File: config.mk
export PLATFORM = sky130hd
export DESIGN_NAME = ptp_flow_action_reconfig_flat
export DESIGN_NICKNAME = d
export VERILOG_FILES = /design/src/hdl/flow_action_pkg.sv /design/src/hdl/flow_link_if.sv /design/src/hdl/ptp_flow_action_reconfig.sv /design/src/flat_wrapper.sv
export SDC_FILE = /design/constraint.sdc
export NUM_CORES = 2
export LEC_CHECK = 0
export BUFFER_PORTS_ARGS = -buffer_cell sky130_fd_sc_hd__buf_2
export CELL_PAD_IN_SITES_DETAIL_PLACEMENT = 2
export CELL_PAD_IN_SITES_GLOBAL_PLACEMENT = 2
export CORE_AREA = 10 10 386 388
export CTS_CLUSTER_SIZE = 24
export DETAILED_ROUTE_END_ITERATION = 8
export DIE_AREA = 0 0 396 398
export GPL_ROUTABILITY_DRIVEN = 0
export PLACE_DENSITY = 0.74
export RECOVER_POWER = 100
export SLEW_MARGIN = 20
export SYNTH_ARGS = -nofsm -noshare
export SYNTH_HDL_FRONTEND = slang
export SYNTH_SLANG_ARGS = --single-unit
File: constraint.sdc
create_clock -name mclk -period 15 [get_ports mclk]
set_input_delay 3 -clock mclk [delete_from_list [all_inputs] [get_ports mclk]]
set_output_delay 3 -clock mclk [all_outputs]
set_load 0.02 [all_outputs]
File: src/hdl/flow_action_pkg.sv
/*
 * shared constants for the flow action configuration block and its datapath end.
 * assumes one 100 MHz clock (mclk) and an asynchronous active-low reset (rstn).
 */
package flow_action_pkg;
	localparam int FLOW_COUNT    = 8;
	localparam int CHANNEL_COUNT = 2;
	localparam int STAGE_COUNT   = 2;
	localparam int POS_W         = 3;
	localparam int BYTES_W       = 4;
	localparam int PTR_W         = 8;
	localparam int GROUP_W       = 2;
	localparam int SIGSRC_W      = 2;
	localparam int PATTERN_W     = 64;
	localparam int HEADER_W      = 128;
	// first header byte sits in the top bits of the header window
	localparam int BYTE_SHIFT    = 3;
	// least spacing between protocol start and second comparator start
	localparam int SPLIT_BITS    = 64;
	localparam logic [PTR_W-1:0] MIN_SPLIT_BYTES = 8'(SPLIT_BITS / 8);
	localparam logic CHKSUM_FROM_COMP1 = 1'b0;
	localparam logic CHKSUM_FROM_COMP2 = 1'b1;
	localparam logic [SIGSRC_W-1:0] SIG_ETH_BLOCK1 = 2'h0;
	localparam logic [SIGSRC_W-1:0] SIG_ETH_BLOCK2 = 2'h1;
	localparam logic [SIGSRC_W-1:0] SIG_IP_BLOCK1  = 2'h2;
	localparam logic [SIGSRC_W-1:0] SIG_IP_BLOCK2  = 2'h3;
	localparam int GROUP_A_BIT = 0;
	localparam int GROUP_B_BIT = 1;
	localparam logic RST_ENABLE = 1'b0;
	localparam logic [PTR_W-1:0] RST_PTR = 8'h00;
endpackage : flow_action_pkg

File: src/hdl/flow_link_if.sv
/*
 * link between the frame datapath end and the flow action configuration end.
 * assumes both ends run on mclk; no clocking here.
 */
`timescale 1ns/100ps
`default_nettype none
interface flow_link_if #(
	parameter int FLOWS    = flow_action_pkg::FLOW_COUNT,
	parameter int CHANNELS = flow_action_pkg::CHANNEL_COUNT
);
	import flow_action_pkg::*;
	localparam int FW = (FLOWS > 1) ? $clog2(FLOWS) : 1;
	localparam int CW = (CHANNELS > 1) ? $clog2(CHANNELS) : 1;
	logic                  sop;
	logic                  eop;
	logic [CW-1:0]         channel;
	logic                  hdr_valid;
	logic [HEADER_W-1:0]   hdr;
	logic                  eth_found;
	logic [GROUP_W-1:0]    group_in;
	logic [PTR_W-1:0]      proto_start;
	logic                  res_valid;
	logic                  res_match;
	logic [FW-1:0]         res_flow;
	logic [PTR_W-1:0]      status_offset;
	logic                  status_update;
	logic [BYTES_W-1:0]    rewrite_bytes;
	logic [PTR_W-1:0]      rewrite_pos;
	logic [PTR_W-1:0]      cf_loc;
	logic [GROUP_W-1:0]    group_out;
	logic                  chksum_sel;
	logic [SIGSRC_W-1:0]   sig_src;
	logic                  stamp_all;
	modport dev (
		input  sop, eop, channel, hdr_valid, hdr, eth_found, group_in, proto_start,
		output res_valid, res_match, res_flow, status_offset, status_update,
		output rewrite_bytes, rewrite_pos, cf_loc, group_out, chksum_sel, sig_src, stamp_all
	);
	modport dp (
		output sop, eop, channel, hdr_valid, hdr, eth_found, group_in, proto_start,
		input  res_valid, res_match, res_flow, status_offset, status_update,
		input  rewrite_bytes, rewrite_pos, cf_loc, group_out, chksum_sel, sig_src, stamp_all
	);
endinterface : flow_link_if
`default_nettype wire

File: src/hdl/ptp_flow_action_reconfig.sv
/*
 * flow action configuration end: holds per-flow and common controls,
 * applies enables cleanly between frames and answers each header with
 * the winning flow's rewrite actions.
 * assumes config inputs come from software-held flops on mclk.
 */
// What this block does
// - status bit position gives rewriter packet offset
// - status update flag forwarded to rewriter
// - per-flow rewrite byte count forwarded
// - per-flow timestamp pointer from delimiter forwarded
// - per-flow correction write location forwarded
// - flow applies only on masked-in channels
// - cleared flow enable makes flow inactive
// - common checksum source selects comparator one/two
// - common two-bit signature address source
// - flow needs group shared with prior stages
// - second comparator starts at least one word later
// - disabled engine config freely rewritable
// - flow config changes only while disabled
// - comparators disableable; no ethernet, no match
// - first ethernet comparator off stamps everything
// - enables change only between frames
// - strict mode: any stage off kills flow
// - common stage settings change with engine off
// - pattern comparator uses configurable field offset
// - 64-bit pattern under shared mask
`timescale 1ns/100ps
`default_nettype none
module ptp_flow_action_reconfig #(
	parameter int FLOWS    = flow_action_pkg::FLOW_COUNT,
	parameter int CHANNELS = flow_action_pkg::CHANNEL_COUNT,
	parameter int STAGES   = flow_action_pkg::STAGE_COUNT
) (
	input  wire logic                                             mclk,
	input  wire logic                                             rstn,
	flow_link_if.dev                                              lnk,
	input  wire logic                                             engine_enable,
	input  wire logic                                             strict_flow_match,
	input  wire logic                                             first_ethernet_comparator,
	input  wire logic                                             pattern_comparator_enable,
	input  wire logic [STAGES-1:0][FLOWS-1:0]                     flow_valid,
	input  wire logic [FLOWS-1:0][flow_action_pkg::POS_W-1:0]     status_bit_byte_position,
	input  wire logic [FLOWS-1:0]                                 status_bit_update_enable,
	input  wire logic [FLOWS-1:0][flow_action_pkg::BYTES_W-1:0]   rewrite_byte_count,
	input  wire logic [FLOWS-1:0][flow_action_pkg::PTR_W-1:0]     rewrite_position,
	input  wire logic [FLOWS-1:0][flow_action_pkg::PTR_W-1:0]     correction_write_location,
	input  wire logic [FLOWS-1:0][CHANNELS-1:0]                   flow_channel_select,
	input  wire logic [FLOWS-1:0][flow_action_pkg::GROUP_W-1:0]   next_protocol_group_gate,
	input  wire logic [FLOWS-1:0][flow_action_pkg::PATTERN_W-1:0] flow_pattern,
	input  wire logic [flow_action_pkg::PATTERN_W-1:0]            flow_pattern_mask,
	input  wire logic [flow_action_pkg::POS_W-1:0]                field_offset,
	input  wire logic                                             checksum_source_select,
	input  wire logic [flow_action_pkg::SIGSRC_W-1:0]             signature_address_source,
	output logic                                                  engine_active,
	output logic [FLOWS-1:0]                                      flow_active
);
	import flow_action_pkg::*;
	localparam int FW = (FLOWS > 1) ? $clog2(FLOWS) : 1;

	function automatic logic field_hit(input logic [HEADER_W-1:0]  hdr,
	                                   input logic [PATTERN_W-1:0] pat,
	                                   input logic [PATTERN_W-1:0] msk,
	                                   input logic [POS_W-1:0]     off);
		logic [HEADER_W-1:0] sh;
		sh = hdr << {off, 3'b000};
		return ((sh[HEADER_W-1 -: PATTERN_W] ^ pat) & msk) == '0;
	endfunction : field_hit

	logic                 in_frame;
	logic                 upd_window;
	logic                 act_eth;
	logic                 act_pat;
	logic [FLOWS-1:0]     req_en;
	logic [FLOWS-1:0]     hit;
	logic                 any_hit;
	logic [FW-1:0]        win;

	logic [FLOWS-1:0][POS_W-1:0]     sh_pos;
	logic [FLOWS-1:0]                sh_upd;
	logic [FLOWS-1:0][BYTES_W-1:0]   sh_bytes;
	logic [FLOWS-1:0][PTR_W-1:0]     sh_rpos;
	logic [FLOWS-1:0][PTR_W-1:0]     sh_cf;
	logic [FLOWS-1:0][CHANNELS-1:0]  sh_chan;
	logic [FLOWS-1:0][GROUP_W-1:0]   sh_gate;
	logic [FLOWS-1:0][PATTERN_W-1:0] sh_pat;
	logic [PATTERN_W-1:0]            c_mask;
	logic [POS_W-1:0]                c_off;
	logic                            c_chk;
	logic [SIGSRC_W-1:0]             c_sig;

	always_ff @(posedge mclk or negedge rstn) begin
		if (!rstn) begin
			in_frame <= 1'b0;
		end else if (lnk.sop) begin
			in_frame <= 1'b1;
		end else if (lnk.eop) begin
			in_frame <= 1'b0;
		end
	end

	// only in the gap or on the closing beat of a frame
	assign upd_window = (!in_frame && !lnk.sop) || lnk.eop;

	// strict: every stage must keep the flow on
	always_comb begin
		for (int f = 0; f < FLOWS; f++) begin
			req_en[f] = strict_flow_match;
			for (int s = 0; s < STAGES; s++) begin
				if (strict_flow_match) begin
					req_en[f] = req_en[f] & flow_valid[s][f];
				end else begin
					req_en[f] = req_en[f] | flow_valid[s][f];
				end
			end
		end
	end

	always_ff @(posedge mclk or negedge rstn) begin
		if (!rstn) begin
			engine_active <= RST_ENABLE;
			flow_active   <= '0;
			act_eth       <= 1'b1;
			act_pat       <= 1'b1;
		end else if (upd_window) begin
			engine_active <= engine_enable;
			flow_active   <= req_en;
			act_eth       <= first_ethernet_comparator;
			act_pat       <= pattern_comparator_enable;
		end
	end

	// per-flow settings follow software only while that flow or the engine is off
	for (genvar f = 0; f < FLOWS; f++) begin : g_shadow
		always_ff @(posedge mclk or negedge rstn) begin
			if (!rstn) begin
				sh_pos[f]   <= '0;
				sh_upd[f]   <= 1'b0;
				sh_bytes[f] <= '0;
				sh_rpos[f]  <= RST_PTR;
				sh_cf[f]    <= RST_PTR;
				sh_chan[f]  <= '0;
				sh_gate[f]  <= '0;
				sh_pat[f]   <= '0;
			end else if (!flow_active[f] || !engine_active) begin
				sh_pos[f]   <= status_bit_byte_position[f];
				sh_upd[f]   <= status_bit_update_enable[f];
				sh_bytes[f] <= rewrite_byte_count[f];
				sh_rpos[f]  <= rewrite_position[f];
				sh_cf[f]    <= correction_write_location[f];
				sh_chan[f]  <= flow_channel_select[f];
				sh_gate[f]  <= next_protocol_group_gate[f];
				sh_pat[f]   <= flow_pattern[f];
			end
		end
	end

	// settings shared by all flows follow software only with engine off
	always_ff @(posedge mclk or negedge rstn) begin
		if (!rstn) begin
			c_mask <= '0;
			c_off  <= '0;
			c_chk  <= CHKSUM_FROM_COMP1;
			c_sig  <= SIG_ETH_BLOCK1;
		end else if (!engine_active) begin
			c_mask <= flow_pattern_mask;
			c_off  <= field_offset;
			c_chk  <= checksum_source_select;
			c_sig  <= signature_address_source;
		end
	end

	always_comb begin
		for (int f = 0; f < FLOWS; f++) begin
			hit[f] = engine_active && flow_active[f]
				&& sh_chan[f][lnk.channel]
				&& ((sh_gate[f] & lnk.group_in) != '0)
				&& (!act_eth || lnk.eth_found)
				&& (!act_pat || field_hit(lnk.hdr, sh_pat[f], c_mask, c_off));
		end
	end

	// lowest numbered matching flow wins
	always_comb begin
		win = '0;
		for (int f = FLOWS - 1; f >= 0; f--) begin
			if (hit[f]) begin
				win = FW'(f);
			end
		end
	end

	assign any_hit = |hit;

	always_ff @(posedge mclk or negedge rstn) begin
		if (!rstn) begin
			lnk.res_valid <= 1'b0;
			lnk.stamp_all <= 1'b0;
		end else begin
			lnk.res_valid <= lnk.hdr_valid;
			lnk.stamp_all <= engine_active && !act_eth;
		end
	end

	always_ff @(posedge mclk or negedge rstn) begin
		if (!rstn) begin
			lnk.res_match     <= 1'b0;
			lnk.res_flow      <= '0;
			lnk.status_offset <= RST_PTR;
			lnk.status_update <= 1'b0;
			lnk.rewrite_bytes <= '0;
			lnk.rewrite_pos   <= RST_PTR;
			lnk.cf_loc        <= RST_PTR;
			lnk.group_out     <= '0;
			lnk.chksum_sel    <= CHKSUM_FROM_COMP1;
			lnk.sig_src       <= SIG_ETH_BLOCK1;
		end else if (lnk.hdr_valid) begin
			lnk.res_match  <= any_hit;
			lnk.res_flow   <= win;
			lnk.chksum_sel <= c_chk;
			lnk.sig_src    <= c_sig;
			if (any_hit) begin
				lnk.status_offset <= 8'(lnk.proto_start + {5'h00, sh_pos[win]});
				lnk.status_update <= sh_upd[win];
				lnk.rewrite_bytes <= sh_bytes[win];
				lnk.rewrite_pos   <= sh_rpos[win];
				lnk.cf_loc        <= sh_cf[win];
				lnk.group_out     <= sh_gate[win] & lnk.group_in;
			end else begin
				lnk.status_offset <= RST_PTR;
				lnk.status_update <= 1'b0;
				lnk.rewrite_bytes <= '0;
				lnk.rewrite_pos   <= RST_PTR;
				lnk.cf_loc        <= RST_PTR;
				lnk.group_out     <= '0;
			end
		end
	end
endmodule : ptp_flow_action_reconfig
`default_nettype wire

File: src/flat_wrapper.sv
// flat-port wrapper written by rule: the top's interface ports become plain ports
module ptp_flow_action_reconfig_flat import flow_action_pkg::*;
#(
	parameter int FLOWS    = flow_action_pkg::FLOW_COUNT,
	parameter int CHANNELS = flow_action_pkg::CHANNEL_COUNT,
	parameter int STAGES   = flow_action_pkg::STAGE_COUNT
)
  (mclk, rstn, engine_enable, strict_flow_match, first_ethernet_comparator, pattern_comparator_enable, flow_valid, status_bit_byte_position, status_bit_update_enable, rewrite_byte_count, rewrite_position, correction_write_location, flow_channel_select, next_protocol_group_gate, flow_pattern, flow_pattern_mask, field_offset, checksum_source_select, signature_address_source, engine_active, flow_active, lnk_sop, lnk_eop, lnk_channel, lnk_hdr_valid, lnk_hdr, lnk_eth_found, lnk_group_in, lnk_proto_start, lnk_res_valid, lnk_res_match, lnk_res_flow, lnk_status_offset, lnk_status_update, lnk_rewrite_bytes, lnk_rewrite_pos, lnk_cf_loc, lnk_group_out, lnk_chksum_sel, lnk_sig_src, lnk_stamp_all);
  flow_link_if #(.FLOWS(FLOWS), .CHANNELS(CHANNELS)) lnk_i ();
  input  wire logic mclk;
  input  wire logic rstn;
  input  wire logic engine_enable;
  input  wire logic strict_flow_match;
  input  wire logic first_ethernet_comparator;
  input  wire logic pattern_comparator_enable;
  input  wire logic [STAGES-1:0][FLOWS-1:0] flow_valid;
  input  wire logic [FLOWS-1:0][flow_action_pkg::POS_W-1:0] status_bit_byte_position;
  input  wire logic [FLOWS-1:0] status_bit_update_enable;
  input  wire logic [FLOWS-1:0][flow_action_pkg::BYTES_W-1:0] rewrite_byte_count;
  input  wire logic [FLOWS-1:0][flow_action_pkg::PTR_W-1:0] rewrite_position;
  input  wire logic [FLOWS-1:0][flow_action_pkg::PTR_W-1:0] correction_write_location;
  input  wire logic [FLOWS-1:0][CHANNELS-1:0] flow_channel_select;
  input  wire logic [FLOWS-1:0][flow_action_pkg::GROUP_W-1:0] next_protocol_group_gate;
  input  wire logic [FLOWS-1:0][flow_action_pkg::PATTERN_W-1:0] flow_pattern;
  input  wire logic [flow_action_pkg::PATTERN_W-1:0] flow_pattern_mask;
  input  wire logic [flow_action_pkg::POS_W-1:0] field_offset;
  input  wire logic checksum_source_select;
  input  wire logic [flow_action_pkg::SIGSRC_W-1:0] signature_address_source;
  output logic engine_active;
  output logic [FLOWS-1:0] flow_active;
  input wire logic [$bits(lnk_i.sop)-1:0] lnk_sop;
  input wire logic [$bits(lnk_i.eop)-1:0] lnk_eop;
  input wire logic [$bits(lnk_i.channel)-1:0] lnk_channel;
  input wire logic [$bits(lnk_i.hdr_valid)-1:0] lnk_hdr_valid;
  input wire logic [$bits(lnk_i.hdr)-1:0] lnk_hdr;
  input wire logic [$bits(lnk_i.eth_found)-1:0] lnk_eth_found;
  input wire logic [$bits(lnk_i.group_in)-1:0] lnk_group_in;
  input wire logic [$bits(lnk_i.proto_start)-1:0] lnk_proto_start;
  output wire logic [$bits(lnk_i.res_valid)-1:0] lnk_res_valid;
  output wire logic [$bits(lnk_i.res_match)-1:0] lnk_res_match;
  output wire logic [$bits(lnk_i.res_flow)-1:0] lnk_res_flow;
  output wire logic [$bits(lnk_i.status_offset)-1:0] lnk_status_offset;
  output wire logic [$bits(lnk_i.status_update)-1:0] lnk_status_update;
  output wire logic [$bits(lnk_i.rewrite_bytes)-1:0] lnk_rewrite_bytes;
  output wire logic [$bits(lnk_i.rewrite_pos)-1:0] lnk_rewrite_pos;
  output wire logic [$bits(lnk_i.cf_loc)-1:0] lnk_cf_loc;
  output wire logic [$bits(lnk_i.group_out)-1:0] lnk_group_out;
  output wire logic [$bits(lnk_i.chksum_sel)-1:0] lnk_chksum_sel;
  output wire logic [$bits(lnk_i.sig_src)-1:0] lnk_sig_src;
  output wire logic [$bits(lnk_i.stamp_all)-1:0] lnk_stamp_all;
  assign lnk_i.sop = lnk_sop;
  assign lnk_i.eop = lnk_eop;
  assign lnk_i.channel = lnk_channel;
  assign lnk_i.hdr_valid = lnk_hdr_valid;
  assign lnk_i.hdr = lnk_hdr;
  assign lnk_i.eth_found = lnk_eth_found;
  assign lnk_i.group_in = lnk_group_in;
  assign lnk_i.proto_start = lnk_proto_start;
  assign lnk_res_valid = lnk_i.res_valid;
  assign lnk_res_match = lnk_i.res_match;
  assign lnk_res_flow = lnk_i.res_flow;
  assign lnk_status_offset = lnk_i.status_offset;
  assign lnk_status_update = lnk_i.status_update;
  assign lnk_rewrite_bytes = lnk_i.rewrite_bytes;
  assign lnk_rewrite_pos = lnk_i.rewrite_pos;
  assign lnk_cf_loc = lnk_i.cf_loc;
  assign lnk_group_out = lnk_i.group_out;
  assign lnk_chksum_sel = lnk_i.chksum_sel;
  assign lnk_sig_src = lnk_i.sig_src;
  assign lnk_stamp_all = lnk_i.stamp_all;
  ptp_flow_action_reconfig #(.FLOWS(FLOWS), .CHANNELS(CHANNELS), .STAGES(STAGES)) u_core (.mclk(mclk), .rstn(rstn), .lnk(lnk_i), .engine_enable(engine_enable), .strict_flow_match(strict_flow_match), .first_ethernet_comparator(first_ethernet_comparator), .pattern_comparator_enable(pattern_comparator_enable), .flow_valid(flow_valid), .status_bit_byte_position(status_bit_byte_position), .status_bit_update_enable(status_bit_update_enable), .rewrite_byte_count(rewrite_byte_count), .rewrite_position(rewrite_position), .correction_write_location(correction_write_location), .flow_channel_select(flow_channel_select), .next_protocol_group_gate(next_protocol_group_gate), .flow_pattern(flow_pattern), .flow_pattern_mask(flow_pattern_mask), .field_offset(field_offset), .checksum_source_select(checksum_source_select), .signature_address_source(signature_address_source), .engine_active(engine_active), .flow_active(flow_active));
endmodule
==> run summary <==
The cell row count is about 140. The leakage power is approximately 24 nW. sky130_fd_sc_hd__dfrtp_1 takes more of the synthesized area than any other cell. The placed wire-length estimate came out at 208,000 um. Counting distinct cell types in the post-synthesis netlist gives 80. The depth of the worst register-to-register path came out at 14. The area growth from synthesis to layout is 23.2%. The part of the total power dissipated in the clock network came out at a little under a third.

The normalized max-slew margin is -306%. The critical path is of the flop to flop type. In the final routed layout, each cell accounts on average for between 40 and 50 um. The critical path required time is 15.56 ns. Summing every instance area after synthesis gives ~0.046 mm2.

The post-layout minimum cycle time is ~11 ns. The synthesized netlist net count came out at between 4,000 and 5,000. The total setup violations reported at the end of the flow is 0. Sorting the synthesized cells by how often they occur yields sky130_fd_sc_hd__mux2_2 (877), sky130_fd_sc_hd__dfrtp_1 (856), sky130_fd_sc_hd__xnor2_1 (233). TritonCTS built the clock tree. The number of buffers inserted during clock tree synthesis came out at around 100. In this run, post-CTS repair resized a total of 0 instances. The core region is between 0.1 and 0.15 mm2. The fraction of synthesized cell area taken by the top area cell type is approximately 47%.

The final wirelength is ~270,000 um. The number of nets at the end of the flow is ~5,600. The async set-reset flop share out of synthesis is 100%.

The critical path launch point type is a flop. The I/O pin count came out at 1,020. Hold repair after CTS inserted 0 buffers.

The run finished, with violations left. The die footprint is roughly 0.16 mm2. The power density relative to cell area came out at 151 mW/mm2. STA classifies the critical path endpoint as a flop. The register clock-pin slew on the reported worst setup and hold paths came out at about 0.060 ns.

The checks that failed: max-capacitance violations, max-slew violations. The clock latency on the worst-skew pair came out at about 0.75 ns. The share of total power dissipated in combinational logic is 33.8%. The count of final max-slew check failures came to between 1,000 and 1,500. The internal power of the cells is 0.00530 W. The post-route clock period utilization is 76.0%.

The post-CTS setup buffer count came out at 0. The number of H-tree branching levels is 3. The power consumption is approximately 0.0086 W. The number of violations reported at the end of detailed-routing iteration 0 is about 3,800. The first global-routing pass estimated between 300,000 and 400,000 um of wire. The number of buffers on the longest clock path came out at 3. The cell count after synthesis came out at roughly 3,600. The most repeated cell in the gate-level netlist after synthesis is sky130_fd_sc_hd__mux2_2. Cells with a size suffix above 1 make up 46.1% of the layout. Per report_power, the sequential group accounts for about a third of the total. The number of antenna violations at the first check in global routing came out at ~140. In the synthesized netlist the dominant register cell turns out to be sky130_fd_sc_hd__dfrtp_1.

At the pin with the least slew margin, the transition time is 6.09 ns. The number of detailed-routing iterations run before antenna repair is 6. In this run the horizontal extent of the chip is 396 um. The number of DRC violations after detailed routing came out at 0. The tightest min-delay check is of the flop to flop type.

The count of state elements after synthesis is roughly 860. The critical path data arrival time came out at about 12 ns. The maximum resistive drop on vdd came out at between 0.1 and 0.15 mV.

Across the run, the number of max-cap violations was 28. For this run the aggregate overflow at the end of global routing stands at 0. The effective utilization at floorplan is roughly a third. The tree is rooted in a sky130_fd_sc_hd__clkbuf_16.

The number of warnings issued by yosys came out at 0. Sorting the synthesized cells by area gives the leading types as sky130_fd_sc_hd__dfrtp_1 (47%), sky130_fd_sc_hd__mux2_2 (22%), sky130_fd_sc_hd__xnor2_1 (4.4%), sky130_fd_sc_hd__mux2i_1 (4.4%), sky130_fd_sc_hd__xor2_1 (3.6%). The total count of hold-check failures in the final report is 0. The number of clock sinks is ~860. The biggest fanout along the worst timing path came out at 44. The maximum number of pins on one net before global-route repair came out at 174. The height of the die is 398 um. Across all layers, the routed design uses 38,757 vias. The average instance in the mapped netlist occupies approximately 13 um2. Setup repair after global routing left no endpoint under its margin. The proportion of total power due to net switching came out at 38.0%. The number of flops mapped to enable cells by yosys came out at 0. The sequential cell area fraction in the yosys report came out at 46.8%. The power dissipated by switching net loads came out at 0.00325 W. The number of global-route vias before repair is 41,741. The overall global routing resource usage came out at 32.5%. The worst hold path stage count is 1.

Static timing analysis puts the maximum clock frequency at 0.0878 GHz. The number of vias per cell is 5.82. In this run the tool buffered the top-level ports with between 1,000 and 1,500 buffer cells.

The count of nets left with antenna violations once routing finished came out at 0. The final setup skew is just over 0.04 ns. Summed over all failing endpoints, the final setup total negative slack is 0 ns.
kinds of logic (layout without fill, tap and decap cells):
logic type / count (synthesis) / in the layout / share of synthesized area (%)
AO/OA/AOI/OAI: 542 / 542 / 9.77
XOR/XNOR: 420 / 420 / 8.02
adder cells (fa/ha/maj): 12 / 12 / 0.300
buffers and inverters: 283 / 1357 / 3.02
flip-flops: 858 / 858 / 46.8
multiplexers: 1107 / 1107 / 27.3
other: 0 / 60 / 0
AND/OR/NAND/NOR: 410 / 410 / 4.78
final cells by class:
type | count | area (um2)
tap | 1890 | 2360
multi-input combinational | 2491 | 23100
timing repair buffer | 1134 | 5820
clock buffer | 150 | 3030
sequential | 858 | 21500
antenna | 60 | 150
fill | 14738 | 84500
clock inverter | 38 | 465
inverter | 35 | 131
through the flow:
| stage | hold slack (ns) | worst slack (ns) | cell area [um2] | instances | util, % |
|---|---|---|---|---|---|
| global route | 0.518 | 2.81 | 56500 | 6649 | 40.1 |
| CTS | 0.494 | 5.82 | 56600 | 6595 | 40.1 |
| global placement | 0.461 | 5.19 | 53100 | 6407 | 37.7 |
| finish | 0.491 | 3.60 | 56500 | 6656 | 40.1 |
| floorplan | 0.448 | 7.07 | 45900 | 3632 | - |
| detailed placement | 0.473 | 5.11 | 53100 | 6407 | 37.7 |
routing by layer:
metal	routed length (um)	up-vias	track usage, %
li1	-	15421	-
met1	105000	20460	40.8
met2	118000	2097	49.5
met3	23700	713	8.43
met4	19100	66	20.8
met5	376	-	0
critical path, cell delays in order, from the launching register on:
cell and delay, ns:
sky130_fd_sc_hd__dfrtp_1 1.95, sky130_fd_sc_hd__nand2_1 2.33, sky130_fd_sc_hd__nor4_1 1.38, sky130_fd_sc_hd__o21ai_0 0.25, sky130_fd_sc_hd__a221o_1 0.33, sky130_fd_sc_hd__nor4_1 0.22
sky130_fd_sc_hd__nand4_1 0.30, sky130_fd_sc_hd__o31ai_1 0.65, sky130_fd_sc_hd__a21oi_1 0.28, sky130_fd_sc_hd__o211ai_4 0.24, sky130_fd_sc_hd__clkbuf_1 1.48, sky130_fd_sc_hd__buf_4 0.72
sky130_fd_sc_hd__mux2i_1 0.52, sky130_fd_sc_hd__mux2_1 0.35, sky130_fd_sc_hd__o211ai_1 0.12
flip-flops by register name (all words and copies together), names as in the netlist, 3 cells and up:
| signal | cells |
|---|---|
| u_core.c_mask | 64 |
| u_core.c_off | 3 |
| u_core.flow_active | 8 |
| u_core.lnk.cf_loc | 8 |
| u_core.lnk.res_flow | 3 |
| u_core.lnk.rewrite_bytes | 4 |
| u_core.lnk.rewrite_pos | 8 |
| u_core.lnk.status_offset | 8 |
| u_core.sh_bytes | 32 |
| u_core.sh_cf | 64 |
| u_core.sh_chan | 16 |
| u_core.sh_gate | 16 |
| u_core.sh_pat | 512 |
| u_core.sh_pos | 24 |
| u_core.sh_rpos | 64 |
| u_core.sh_upd | 8 |
power groups by stage:
stage	logic, W	registers [W]	clock network, W
floorplan	0.00162	0.00283	0
global placement	0.00270	0.00301	0
detailed placement	0.00277	0.00303	0
CTS	0.00281	0.00300	0.00269
global route	0.00299	0.00304	0.00278
finish	0.00289	0.00301	0.00265
cell usage in the layout (no fill, tap or decap), drive strengths merged, types with 33 or more instances in the layout:
cell type	instances
nand2	126
a22oi	163
clkbuf	239
a22o	53
nand3	34
dfrtp	856
inv	38
mux2i	201
a21boi	33
mux2	879
buf	1045
nand2b	44
nor3	43
xnor2	233
xor2	187
o21ai	72
nand4	34
diode	60
final timing paths:
kind | start | to | slack (ns)
max | u_core.engine_active | u_core.lnk.rewrite_pos[2] | 3.60
min | u_core.lnk.res_flow[0] | u_core.lnk.res_flow[0] | 0.49
max reg2reg | u_core.engine_active | u_core.lnk.rewrite_pos[2] | 3.60
min reg2reg | u_core.lnk.res_flow[0] | u_core.lnk.res_flow[0] | 0.49
max in group asynchronous | rstn | u_core.sh_gate[13] | 3.94
min in group asynchronous | rstn | u_core.c_mask[41] | 4.50
(Power assumes the default switching activity.)
